## config.mk

```make
export PLATFORM = sky130hd
export DESIGN_NAME = frs_ctrl
export DESIGN_NICKNAME = d
export VERILOG_FILES = /design/src/verilog/frs_pkg.sv /design/src/verilog/frs_btn_if.sv /design/src/verilog/frs_debounce.sv /design/src/verilog/frs_ctrl.sv
export SDC_FILE = /design/constraint.sdc
export NUM_CORES = 1
export LEC_CHECK = 0
export ABC_AREA = 0
export BUFFER_PORTS_ARGS = -buffer_cell sky130_fd_sc_hd__clkbuf_2
export CAP_MARGIN = 0
export CORE_UTILIZATION = 65
export DETAILED_ROUTE_END_ITERATION = 7
export PLACE_DENSITY_LB_ADDON = 0.08
export SETUP_SLACK_MARGIN = 0.02
export SYNTH_ARGS = -nofsm -noshare
export SYNTH_HDL_FRONTEND = slang
export SYNTH_SLANG_ARGS = --single-unit
```

## constraint.sdc

```tcl
create_clock -name sys_clk -period 5.2 [get_ports sys_clk]
set_clock_uncertainty 0.15 [all_clocks]
set_input_delay 0.52 -clock sys_clk [delete_from_list [all_inputs] [get_ports sys_clk]]
set_output_delay 0.52 -clock sys_clk [all_outputs]
set_load 0.01 [all_outputs]
```

## src/verilog/frs_pkg.sv

```systemverilog
// constants and types for the fault release and slave replacement controller
// ****************************************
// Notes on behaviour
// ****************************************
package frs_pkg;
	localparam int CLK_MHZ = 250;
	localparam int DEBOUNCE_MS = 20;
	localparam int DEBOUNCE_CYC = DEBOUNCE_MS * 1000 * CLK_MHZ;
	localparam int ACK_MS = 100;
	localparam int ACK_CYC = ACK_MS * 1000 * CLK_MHZ;
	localparam int FLASH_MS = 250;
	localparam int FLASH_CYC = FLASH_MS * 1000 * CLK_MHZ;
	localparam int CNT_W = 32;
	localparam int NCIRC = 2;
	localparam int ERR_W = 4;
	localparam logic [ERR_W-1:0] ERR_NONE = 4'h0;
	localparam logic [ERR_W-1:0] ERR_ONE_MISSING = 4'h1;
	localparam logic [ERR_W-1:0] ERR_NOT_ONE = 4'h2;
	localparam logic [ERR_W-1:0] ERR_CODE_BAD = 4'h3;
	localparam logic [ERR_W-1:0] ERR_SWAP_LIVE = 4'h4;
	localparam logic [ERR_W-1:0] ERR_EXT = 4'h5;

	typedef enum logic [5:0] {
		FRS_ST_START = 6'h01,
		FRS_ST_PROT = 6'h02,
		FRS_ST_ERROR = 6'h04,
		FRS_ST_CFG = 6'h08,
		FRS_ST_TEACH = 6'h10,
		FRS_ST_XFER = 6'h20
	} frs_state_t;
endpackage : frs_pkg

```

## src/verilog/frs_btn_if.sv

```systemverilog
// carrier between debouncer and controller
`timescale 1ns/100ps
interface frs_btn_if;
	logic press;
	logic level;
	modport src (output press, output level);
	modport dst (input press, input level);
endinterface : frs_btn_if

```

## src/verilog/frs_debounce.sv

```systemverilog
// service button debouncer, one pulse per settled press
`timescale 1ns/100ps
module frs_debounce #(
	parameter int DEB_CYC = frs_pkg::DEBOUNCE_CYC
) (
	input wire logic sys_clk,
	input wire logic rst,
	input wire logic btn_raw,
	frs_btn_if.src out
);
	typedef struct packed {
		logic stable;
		logic [frs_pkg::CNT_W-1:0] cnt;
		logic press;
	} frs_deb_t;
	frs_deb_t s_reg, s_next;

	always_comb begin
		s_next = s_reg;
		s_next.press = 1'b0;
		if (btn_raw == s_reg.stable) begin
			s_next.cnt = '0;
		end else if (s_reg.cnt >= DEB_CYC[frs_pkg::CNT_W-1:0] - 32'h1) begin
			s_next.cnt = '0;
			s_next.stable = btn_raw;
			s_next.press = btn_raw;
		end else begin
			s_next.cnt = s_reg.cnt + 32'h1;
		end
	end

	always_ff @(posedge sys_clk or posedge rst) begin
		if (rst) begin
			s_reg <= '0;
		end else begin
			s_reg <= s_next;
		end
	end

	assign out.press = s_reg.press;
	assign out.level = s_reg.stable;
endmodule : frs_debounce

```

## src/verilog/frs_ctrl.sv

```systemverilog
// operating state control: fault release, slave replacement, config transfer
`timescale 1ns/100ps
module frs_ctrl #(
	parameter int DEB_CYC = frs_pkg::DEBOUNCE_CYC,
	parameter int ACK_CYC = frs_pkg::ACK_CYC,
	parameter int FLASH_CYC = frs_pkg::FLASH_CYC
) (
	input wire logic sys_clk,
	input wire logic rst,
	input wire logic service_btn,
	input wire logic internal_err,
	input wire logic [frs_pkg::NCIRC-1:0] ext_err,
	input wire logic slave_swapped_live,
	input wire logic start_test_ok,
	input wire logic [7:0] missing_count,
	input wire logic code_valid,
	input wire logic code_ok,
	input wire logic others_quiet,
	input wire logic cfg_stored_valid,
	input wire logic xfer_cable,
	input wire logic xfer_done,
	output logic [frs_pkg::NCIRC-1:0] out_enable,
	output logic [frs_pkg::NCIRC-1:0] led_ready,
	output logic [frs_pkg::NCIRC-1:0] led_on,
	output logic [frs_pkg::NCIRC-1:0] led_fault,
	output logic protective_op,
	output logic config_op,
	output logic device_reset,
	output logic xfer_accept,
	output logic [frs_pkg::ERR_W-1:0] err_memory
);
	frs_btn_if btn ();

	frs_debounce #(.DEB_CYC(DEB_CYC)) u_deb (
		.sys_clk(sys_clk),
		.rst(rst),
		.btn_raw(service_btn),
		.out(btn)
	);

	// ****************************************
	// state
	// ****************************************
	typedef struct packed {
		frs_pkg::frs_state_t st;
		logic [frs_pkg::CNT_W-1:0] ack_cnt;
		logic [frs_pkg::CNT_W-1:0] flash_cnt;
		logic flash;
		logic dev_err;
		logic [frs_pkg::NCIRC-1:0] circ_err;
		logic [frs_pkg::ERR_W-1:0] err_mem;
		logic one_missing;
		logic rst_pulse;
	} frs_ctrl_t;
	frs_ctrl_t s_reg, s_next;

	logic any_err;
	assign any_err = internal_err | (|ext_err) | slave_swapped_live;

	always_comb begin
		s_next = s_reg;
		s_next.rst_pulse = 1'b0;
		// free-running flash timebase
		if (s_reg.flash_cnt >= FLASH_CYC[frs_pkg::CNT_W-1:0] - 32'h1) begin
			s_next.flash_cnt = '0;
			s_next.flash = ~s_reg.flash;
		end else begin
			s_next.flash_cnt = s_reg.flash_cnt + 32'h1;
		end
		if (s_reg.ack_cnt != '0) begin
			s_next.ack_cnt = s_reg.ack_cnt - 32'h1;
		end
		if (btn.press) begin
			s_next.ack_cnt = ACK_CYC[frs_pkg::CNT_W-1:0];
		end
		case (s_reg.st)
			frs_pkg::FRS_ST_START: begin
				// outputs stay off until the start test passes
				if (any_err) begin
					s_next.st = frs_pkg::FRS_ST_ERROR;
					s_next.circ_err = ext_err;
					s_next.dev_err = internal_err | slave_swapped_live;
				end else if (start_test_ok) begin
					s_next.st = frs_pkg::FRS_ST_PROT;
				end
			end
			frs_pkg::FRS_ST_PROT: begin
				if (slave_swapped_live) begin
					s_next.st = frs_pkg::FRS_ST_ERROR;
					s_next.dev_err = 1'b1;
					s_next.err_mem = frs_pkg::ERR_SWAP_LIVE;
				end else if (internal_err | (|ext_err)) begin
					s_next.st = frs_pkg::FRS_ST_ERROR;
					s_next.circ_err = ext_err;
					s_next.dev_err = internal_err;
					s_next.err_mem = frs_pkg::ERR_EXT;
				end else if (btn.press) begin
					s_next.st = frs_pkg::FRS_ST_CFG;
					s_next.one_missing = (missing_count == 8'h01);
					s_next.err_mem = (missing_count == 8'h01) ?
						frs_pkg::ERR_ONE_MISSING : frs_pkg::ERR_NOT_ONE;
				end
			end
			frs_pkg::FRS_ST_ERROR: begin
				if (btn.press) begin
					// release the lock and restart through the start test
					s_next.st = frs_pkg::FRS_ST_START;
					s_next.rst_pulse = 1'b1;
					s_next.dev_err = 1'b0;
					s_next.circ_err = '0;
				end
			end
			frs_pkg::FRS_ST_CFG: begin
				if (xfer_cable && !cfg_stored_valid) begin
					s_next.st = frs_pkg::FRS_ST_XFER;
				end else if (btn.press) begin
					s_next.st = frs_pkg::FRS_ST_TEACH;
				end
			end
			frs_pkg::FRS_ST_TEACH: begin
				// a missing-count other than one, or noisy other slaves, fails teaching
				if (code_valid) begin
					if (code_ok && others_quiet && s_reg.one_missing) begin
						s_next.st = frs_pkg::FRS_ST_PROT;
						s_next.err_mem = frs_pkg::ERR_NONE;
					end else begin
						s_next.st = frs_pkg::FRS_ST_CFG;
						s_next.err_mem = frs_pkg::ERR_CODE_BAD;
					end
				end
			end
			frs_pkg::FRS_ST_XFER: begin
				if (xfer_done) begin
					s_next.st = frs_pkg::FRS_ST_START;
					s_next.rst_pulse = 1'b1;
				end
			end
			default: begin
				s_next.st = frs_pkg::FRS_ST_START;
			end
		endcase
	end

	always_ff @(posedge sys_clk or posedge rst) begin
		if (rst) begin
			s_reg <= '0;
			s_reg.st <= frs_pkg::FRS_ST_START;
		end else begin
			s_reg <= s_next;
		end
	end

	// ****************************************
	// outputs
	// ****************************************
	logic ack_on;
	assign ack_on = (s_reg.ack_cnt != '0);

	always_comb begin
		out_enable = '0;
		if (s_reg.st == frs_pkg::FRS_ST_PROT) begin
			out_enable = '1;
		end
		if (ack_on) begin
			led_ready = '1;
			led_on = '1;
			led_fault = '1;
		end else if (s_reg.dev_err) begin
			led_ready = {frs_pkg::NCIRC{s_reg.flash}};
			led_on = {frs_pkg::NCIRC{s_reg.flash}};
			led_fault = {frs_pkg::NCIRC{s_reg.flash}};
		end else begin
			led_ready = (s_reg.st == frs_pkg::FRS_ST_START) ? '1 : '0;
			led_on = out_enable;
			// affected circuits flash; an unaffected, open circuit shows a steady lamp
			led_fault = (s_reg.circ_err & {frs_pkg::NCIRC{s_reg.flash}}) |
				(~s_reg.circ_err & ~out_enable);
		end
	end

	assign protective_op = (s_reg.st == frs_pkg::FRS_ST_PROT);
	assign config_op = (s_reg.st == frs_pkg::FRS_ST_CFG) | (s_reg.st == frs_pkg::FRS_ST_TEACH);
	assign device_reset = s_reg.rst_pulse;
	assign xfer_accept = (s_reg.st == frs_pkg::FRS_ST_XFER);
	assign err_memory = s_reg.err_mem;
endmodule : frs_ctrl

```

# After elaboration in Yosys (flattened, before gate mapping)
# Cells that the tools add are included.
dict set report totals {
  mem_bits_rw 0
  regBits 114
  latchBits 0
  wordCells 106
  mem_count 0
  rom_bits 0
  out_inout_bits 16
  inputBits 22
}
dict set report op_classes {
  magnitude_cmp 2
  n_addsub 3
  bitwise 13
  shifts 0
  div 0
  mul 0
  n_eq_ne 18
  reduce_logical 15
  n_mux 43
}
# operator n
set ops {}
lappend ops {{2-to-1 mux 32 bit} 5}
lappend ops {{adder 32 x 1 -> 32 bit, second input constant} 2}
lappend ops {{2-to-1 mux 6 bit} 10}
lappend ops {{case mux 6 bit (6 select lines)} 1}
lappend ops {{greater-or-equal comparator 32 x 23 -> 1 bit, second input constant} 1}
lappend ops {{greater-or-equal comparator 32 x 26 -> 1 bit, second input constant} 1}
lappend ops {{nonzero test 32 bit} 1}
lappend ops {{subtractor 32 x 1 -> 32 bit, second input constant} 1}
lappend ops {{2-to-1 mux 2 bit} 11}
lappend ops {{2-to-1 mux 4 bit} 4}
lappend ops {{2-to-1 mux 3 bit} 3}
lappend ops {{case mux 3 bit (3 select lines)} 1}
lappend ops {{== test 8 x 1 -> 1 bit, second input constant} 1}
lappend ops {{inequality test 2 bit, second input constant} 4}
lappend ops {{case mux 4 bit (2 select lines)} 1}
lappend ops {{AND reduction 4 bit} 2}
lappend ops {{== test 6 x 1 -> 1 bit, second input constant} 1}
lappend ops {{== test 6 x 2 -> 1 bit, second input constant} 1}
lappend ops {{== test 6 x 3 -> 1 bit, second input constant} 1}
lappend ops {{== test 6 x 4 -> 1 bit, second input constant} 1}
lappend ops {{== test 6 x 5 -> 1 bit, second input constant} 1}
lappend ops {{== test 6 bit, second input constant} 1}
lappend ops {{inequality test 3 x 2 -> 1 bit, second input constant} 2}
lappend ops {{AND reduction 6 bit} 1}
lappend ops {{20 further kinds} 36}

# Logic depth before layout (Yosys ltp)
# Gate-level depths: netlist of the first run.
dict set report depth {
  depth_word 7
  depth_mapped 9
  depth_no_buf 7
}

# Modules after synthesis
# A second synthesis of the first run with hierarchy kept.
dict set report hier_totals {
  cells_unflattened 599
  hier_area_um2 5773.0
}
# module cells_each instances seq_area_each_um2 area_each_um2
set modules_own_cells {}
lappend modules_own_cells {frs_ctrl 451 1 1978.1 4240.3}
lappend modules_own_cells {frs_debounce 148 1 850.8 1532.7}

# Least setup slack after synthesis of the first run
# Ideal clock, no wire load.
dict set report synth_path {
  path_type {register to output}
  start {register s_reg[60] in the netlist's numbering}
  end {output led_on[1] in the netlist's numbering}
  slack_ns 2.235
  n_path_buf 2
  t_required_ns 4.530
  path_stages_with_launch 7
  arrival_ns 2.295
  path_cell_list {dfrtp_1 or4_4 or4_4 buf_6 nor4_2 o211ai_1 buf_4}
}
dict set report synth_between {
  elab_chain_cells 2
}
# element line_no
set synth_rtl {}
lappend synth_rtl {{start, declared} frs_ctrl.sv:55} ;# frs_ctrl_t s_reg, s_next;
lappend synth_rtl {{start signal, assigned} frs_ctrl.sv:149} ;# s_reg <= s_next;
lappend synth_rtl {{nonzero test 32 bit} frs_ctrl.sv:157} ;# assign ack_on = (s_reg.ack_cnt != '0);
lappend synth_rtl {{2-to-1 mux 2 bit} frs_ctrl.sv:164} ;# if (ack_on) begin
lappend synth_rtl {{end, declared} frs_ctrl.sv:24} ;# output logic [frs_pkg::NCIRC-1:0] led_on,
# Every way passes these cells.

# Worst setup path after layout of the first run
dict set report layout_path {
  start {register s_reg[60] in the netlist's numbering}
  end {output led_fault[1] in the netlist's numbering}
}
dict set report layout_between {
  elab_chain_cells 2
}
# element line_no
set layout_rtl {}
lappend layout_rtl {{nonzero test 32 bit} frs_ctrl.sv:157}
lappend layout_rtl {{2-to-1 mux 2 bit} frs_ctrl.sv:164}
lappend layout_rtl {{end, declared} frs_ctrl.sv:25} ;# output logic [frs_pkg::NCIRC-1:0] led_fault,
# Every way passes these cells.

==> results.json, run 1 <==
{
  "drive_gt1_frac": 0.156,
  "status": "finished, final reports clean",
  "place_inst": 713,
  "ctsHtreeMaxLevel": 4,
  "met3_length_um": 560,
  "yosys.area_share.simple": 0.270,
  "largest_reg_flops": 75,
  "fill_cells": 537,
  "synth_top_family_by_area": "simple AND/OR/NAND/NOR gates",
  "avgSynthCellArea_um2": 9.82,
  "fin_cells": 746,
  "cp_slowest_cell": "or4_4",
  "wirelength_um": 11800,
  "multi_input_area_um2": 2720,
  "top_layer": "met4",
  "cts_buffers": 17,
  "met1_length_um": 5140,
  "antenna_found_initial": 0,
  "max_freq_mhz": 278,
  "synth_enable_flop_cells": 0,
  "cp_cell_sequence": "or4_4 -> or4_4 -> nor4_2 -> o311ai_0 -> clkbuf_2",
  "ys_dominant_reg_cell": "dfrtp_1",
  "max_stage_delay_ns": 0.58,
  "relSlewSlack": 0.208,
  "clk_pin_slew_ns": 0.06,
  "reg2reg_depth": 5,
  "post-cts-setup-buffers": 0,
  "power_density_nw_per_um2": 386,
  "rrSetupSlack_ns": 2.16,
  "gp_congestion": 0.848,
  "cp.required_ns": 4.53,
  "cpMostUsedCell": "or4_4",
  "async_flop_share": 1.00,
  "areaGrowthSynthToFinish_pct": 14.8,
  "n_antenna_cell": 0,
  "grtUsageTotal": 0.287,
  "min_period_over_period": 0.691,
  "cp_top_family": "simple AND/OR/NAND/NOR gates",
  "wl_per_cell_um": 15.8,
  "fin_setup_tns_ns": 0,
  "p_leak_nw": 2.65,
  "drt-initial-drc-count": 292,
  "mostFrequentLayoutCells": "dfrtp_1 (112), nor2_1 (89), clkbuf_2 (36)",
  "min_from": "code_valid",
  "cts_buffer_depth": 2,
  "synth_adder_area_share": 0.00660,
  "drt_pre_antenna_iters": 5,
  "cts_root_buffer": "clkbuf_8",
  "grt_pass1_wl_um": 20000,
  "viasPerCell": 6.08,
  "wl_met2_um": 5970,
  "fp-row-count": 33,
  "hold_depth": 2,
  "rr_endpoint": "s_reg[49]",
  "hpwl_um": 7450,
  "drcViolationCount": 0,
  "initial_core_util": 0.682,
  "die_h_um": 95.5,
  "worstMarginPinSlew_ns": 1.19,
  "cts_tree": "done",
  "ant_nets": 0,
  "insertion_delay_ns": 0.52,
  "synth_mux_area_frac": 0.0150,
  "mostFrequentLayoutCell": "dfrtp_1",
  "reg2reg_from": "s_reg[60]",
  "holdPathEnd": "s_reg[78]",
  "cts.sinks": 113,
  "grt_max_degree": 59,
  "worstSetupPathType": "register to output pin",
  "coreArea_um2": 8340,
  "cp.arrival_ns": 2.92,
  "synth_warnings": 0,
  "grt_pass1_vias": 4328,
  "worst-path-max-fanout": 16,
  "ys_seq_area_frac": 0.498,
  "setup_violations": 0,
  "crit_buf_inv": 1,
  "drv_slew": 0,
  "regArea_um2": 2830,
  "vias": 4539,
  "fin_crit_ns": 3.59,
  "ys_ff_latch": 113,
  "start_kind": "register",
  "max-cap-violations": 0,
  "rsz0062_at_grt": "no",
  "nets": 653,
  "chipWidth_um": 95.5,
  "synth_xor_area_frac": 0.0770,
  "portBuffers": 36,
  "io_pins": 38,
  "syn_area_um2": 5680,
  "vdd_drop_max_mv": 0.289,
  "cp-end-kind": "output pin",
  "grt_overflow": 0,
  "final_hold_viol_count": 0,
  "ys_types": 67,
  "synth-compound-area-share": 0.0977,
  "holdCritPathClass": "input port to register",
  "netlist_instances": 579,
  "dieArea_um2": 9120
}
-- cells in the mapped netlist (all sizes together) (16+ instances only) --
library cell    n  area (um2)
nand2          35         131
nor4           21         165
a21oi          18        90.1
or4            16         128
xor2           24         210
xnor2          26         228
o21ai          16        80.1
inv            16        60.1
dfrtp         112        2800
nor3           20         105
nand3          28         140
nor2           89         334
-- through the flow --
step | setup WS [ns] | utilization | hold slack, ns | total power [mW] | instance area [um2]
floorplan | 1.54 | - | 0.274 | 1.32 | 5740
global placement | 2.20 | 0.711 | 0.286 | 1.38 | 5930
detailed placement | 2.13 | 0.711 | 0.295 | 1.40 | 5930
CTS | 1.59 | 0.781 | 0.0509 | 2.53 | 6520
global route | 1.29 | 0.782 | 0.0594 | 2.64 | 6520
finish | 1.61 | 0.782 | 0.0657 | 2.52 | 6520
-- metal layers --
| metal | global-route usage | vias up |
|---|---|---|
| met5 | 0 | - |
| met4 | 0.112 | 0 |
| met3 | 0.0654 | 22 |
| met2 | 0.468 | 141 |
| met1 | 0.373 | 2220 |
| li1 | - | 2156 |
-- layout make-up --
type	instances	share of cell area
inverter	16	0.00959
clock inverter	15	0.0245
multi-input combinational	441	0.417
clock buffer	17	0.0635
timing repair buffer	39	0.0315
sequential	113	0.434
tap	105	0.0201
-- how the worst max path moves through the flow --
stage / start / end / cells past startpoint
after floorplan: rst / device_reset / 1
after global placement: s_reg[60] / led_fault[0] / 5
after detailed placement: s_reg[42] / led_fault[1] / 7
after CTS: s_reg[42] / led_fault[1] / 7
after global routing: s_reg[42] / led_fault[1] / 7
final: s_reg[60] / led_fault[1] / 5
-- power by group --
part	switching [mW]	leakage [nW]	internal, mW
clock	0.438	0.268	0.686
combinational	0.195	0.928	0.149
sequential	0.0860	1.45	0.966
-- what timing repair did --
action | 4_1_cts | 5_1_grt
gates resized for setup | 0 | 0
hold endpoints to repair | 56 | 0
hold buffers | 1 | 0
-- cells by family after synthesis --
kind of cell	count (synthesis)
simple gates	285
flops	113
compound gates	79
xor+xnor	50
buf+inv	40
mux	8
fa+ha+maj	3
other cells	1
Power figures use the tool's default switching activity.
==> inputs of run 2 (changes only) <==
Settings changed: CORE_UTILIZATION 65 to 61.
Clock period 5.2 ns to 3.7 ns, I/O delays scaled along.
==> run 2 against run 1 <==
  * The flow now finishes with violations (design-rule violations)
  * Die area increased by 6.4%
  * Register-to-register slack got worse by 1.4 ns
  * Core utilization decreased by 3.8 points
  * Critical path depth increased by 2
  * Cell count increased by 1.3%
  * First-iteration DRC count decreased by 30%
  * Clock power increased by 48%
  * Power increased by 43%
  * Sequential power increased by 41%
  * Worst setup slack got worse by 1.4 ns
  * Worst hold slack got worse by 0.041 ns
  * Wire length decreased by 1.3%
==> results.json, run 2 (synthesis gave the netlist of run 1 again) <==
{
  "power_density_nw_per_um2": 546,
  "post-cts-setup-buffers": 0,
  "drive_gt1_frac": 0.156,
  "vias": 4493,
  "min_period_over_period": 0.941,
  "worstMarginPinSlew_ns": 0.902,
  "cp.required_ns": 3.18,
  "pwr-share-clk": 0.458,
  "grt_pass1_vias": 4497,
  "drt_pre_antenna_iters": 8,
  "max_freq_mhz": 287,
  "final_util": 0.744,
  "wl_per_cell_um": 15.4,
  "grtUsageTotal": 0.266,
  "drcViolationCount": 5,
  "chipWidth_um": 98.5,
  "cts_buffer_depth": 2,
  "worst-path-max-fanout": 9,
  "worstSetupPathType": "register to output pin",
  "power_frac_seq": 0.409,
  "nets": 660,
  "wirelength_um": 11700,
  "gp_congestion": 0.853,
  "coreArea_um2": 8890,
  "max-cap-violations": 0,
  "design_area_um2": 6620,
  "grt_max_degree": 62,
  "sw_frac_of_total": 0.255,
  "fp-row-count": 34,
  "start_kind": "register",
  "grt_overflow": 0,
  "drt-initial-drc-count": 205,
  "dieArea_um2": 9710,
  "io_pins": 38,
  "status": "finished, violations left",
  "setup_violations": 0,
  "insertion_delay_ns": 0.52,
  "die_h_um": 98.5,
  "ant_nets": 0,
  "clk_pin_slew_ns": 0.05,
  "drv_slew": 0,
  "initial_core_util": 0.639,
  "mostFrequentLayoutCell": "dfrtp_1",
  "n_antenna_cell": 0,
  "ctsHtreeMaxLevel": 4,
  "cts_buffers": 17,
  "internal_power_mw": 2.69,
  "portBuffers": 36,
  "rsz0062_at_grt": "no",
  "viasPerCell": 5.94,
  "placed_cell_area_um2": 5970,
  "areaGrowthSynthToFinish_pct": 16.4,
  "combinationalPowerShare": 0.132,
  "failed_checks": "design-rule violations",
  "relSlewSlack": 0.397,
  "power_mw": 3.62,
  "fin_setup_tns_ns": 0,
  "fin_crit_ns": 3.48,
  "cts.sinks": 113,
  "vdd_drop_max_mv": 0.483,
  "p_leak_nw": 2.71,
  "fill_cells": 632,
  "largest_reg_flops": 75,
  "holdCritPathClass": "input port to register",
  "cts_tree": "done",
  "grt_pass1_wl_um": 20400,
  "fin_cells": 756,
  "p_sw_mw": 0.924,
  "antenna_found_initial": 0,
  "place_inst": 720,
  "cp-end-kind": "output pin",
  "hpwl_um": 7640,
  "final_hold_viol_count": 0,
  "cp.arrival_ns": 2.96,
  "mostFrequentLayoutCells": "dfrtp_1 (112), nor2_1 (89), clkbuf_2 (36)",
  "cts_resized": 0,
  "cts_root_buffer": "clkbuf_8"
}
## run 2: what timing repair did
action	in CTS	in global routing
hold buffers	4	0
hold endpoints to repair	62	0
setup endpoints to repair	0	0
## run 2: through the flow
step | hold slack, ns | setup slack, ns
2_1_floorplan | 0.274 | 0.194
3_3_place_gp | 0.286 | 0.862
3_5_place_dp | 0.323 | 0.776
4_1_cts | 0.00213 | 0.207
5_1_grt | 0.00852 | 0.0482
6_report | 0.0251 | 0.217
## run 2: worst paths after layout
kind | from | endpoint | slack [ns] | depth (start not counted)
max in group asynchronous | rst | s_reg[54] | 2.09 | 4
min in group asynchronous | rst | u_deb.out.press | 0.40 | 3
hold / removal | ext_err[1] | s_reg[7] | 0.03 | 2
hold reg to reg | u_deb.s_reg[1] | u_deb.s_reg[1] | 0.32 | 1
setup reg to reg | u_deb.s_reg[17] | u_deb.s_reg[23] | 0.77 | 5
setup / recovery | s_reg[42] | led_fault[0] | 0.22 | 7
## run 2: layer usage
metal / wire length (um) / vias to the layer above / global-route usage
li1: - / 2181 / -
met1: 5310 / 2179 / 0.344
met2: 5710 / 114 / 0.439
met3: 489 / 19 / 0.0631
met4: 164 / 0 / 0.102
met5: 0 / - / 0
## run 2: layout make-up
type / count / area, um2 / area share
flip-flops and latches: 113 / 2830 / 0.428
multi-input cells: 441 / 2720 / 0.410
clock buffers: 21 / 449 / 0.0679
repair buffers: 46 / 265 / 0.0401
clock inverters: 11 / 160 / 0.0242
well taps: 108 / 135 / 0.0204
inverters: 16 / 62.6 / 0.00946
## run 2: power groups by stage
stage / sequential [mW] / combinational [mW] / clock (mW)
6_report: 1.48 / 0.478 / 1.66
3_5_place_dp: 1.50 / 0.467 / 0
4_1_cts: 1.48 / 0.480 / 1.68
3_3_place_gp: 1.49 / 0.451 / 0
5_1_grt: 1.50 / 0.541 / 1.75
2_1_floorplan: 1.46 / 0.404 / 0
## run 2: critical path, stage by stage, from the launching register on
cell and delay, ns:
dfrtp_1 0.38, inv_1 0.11, ha_1 0.20, or4b_1 0.62, or2_2 0.39, nor4_2 0.34, o311ai_0 0.24, clkbuf_2 0.17
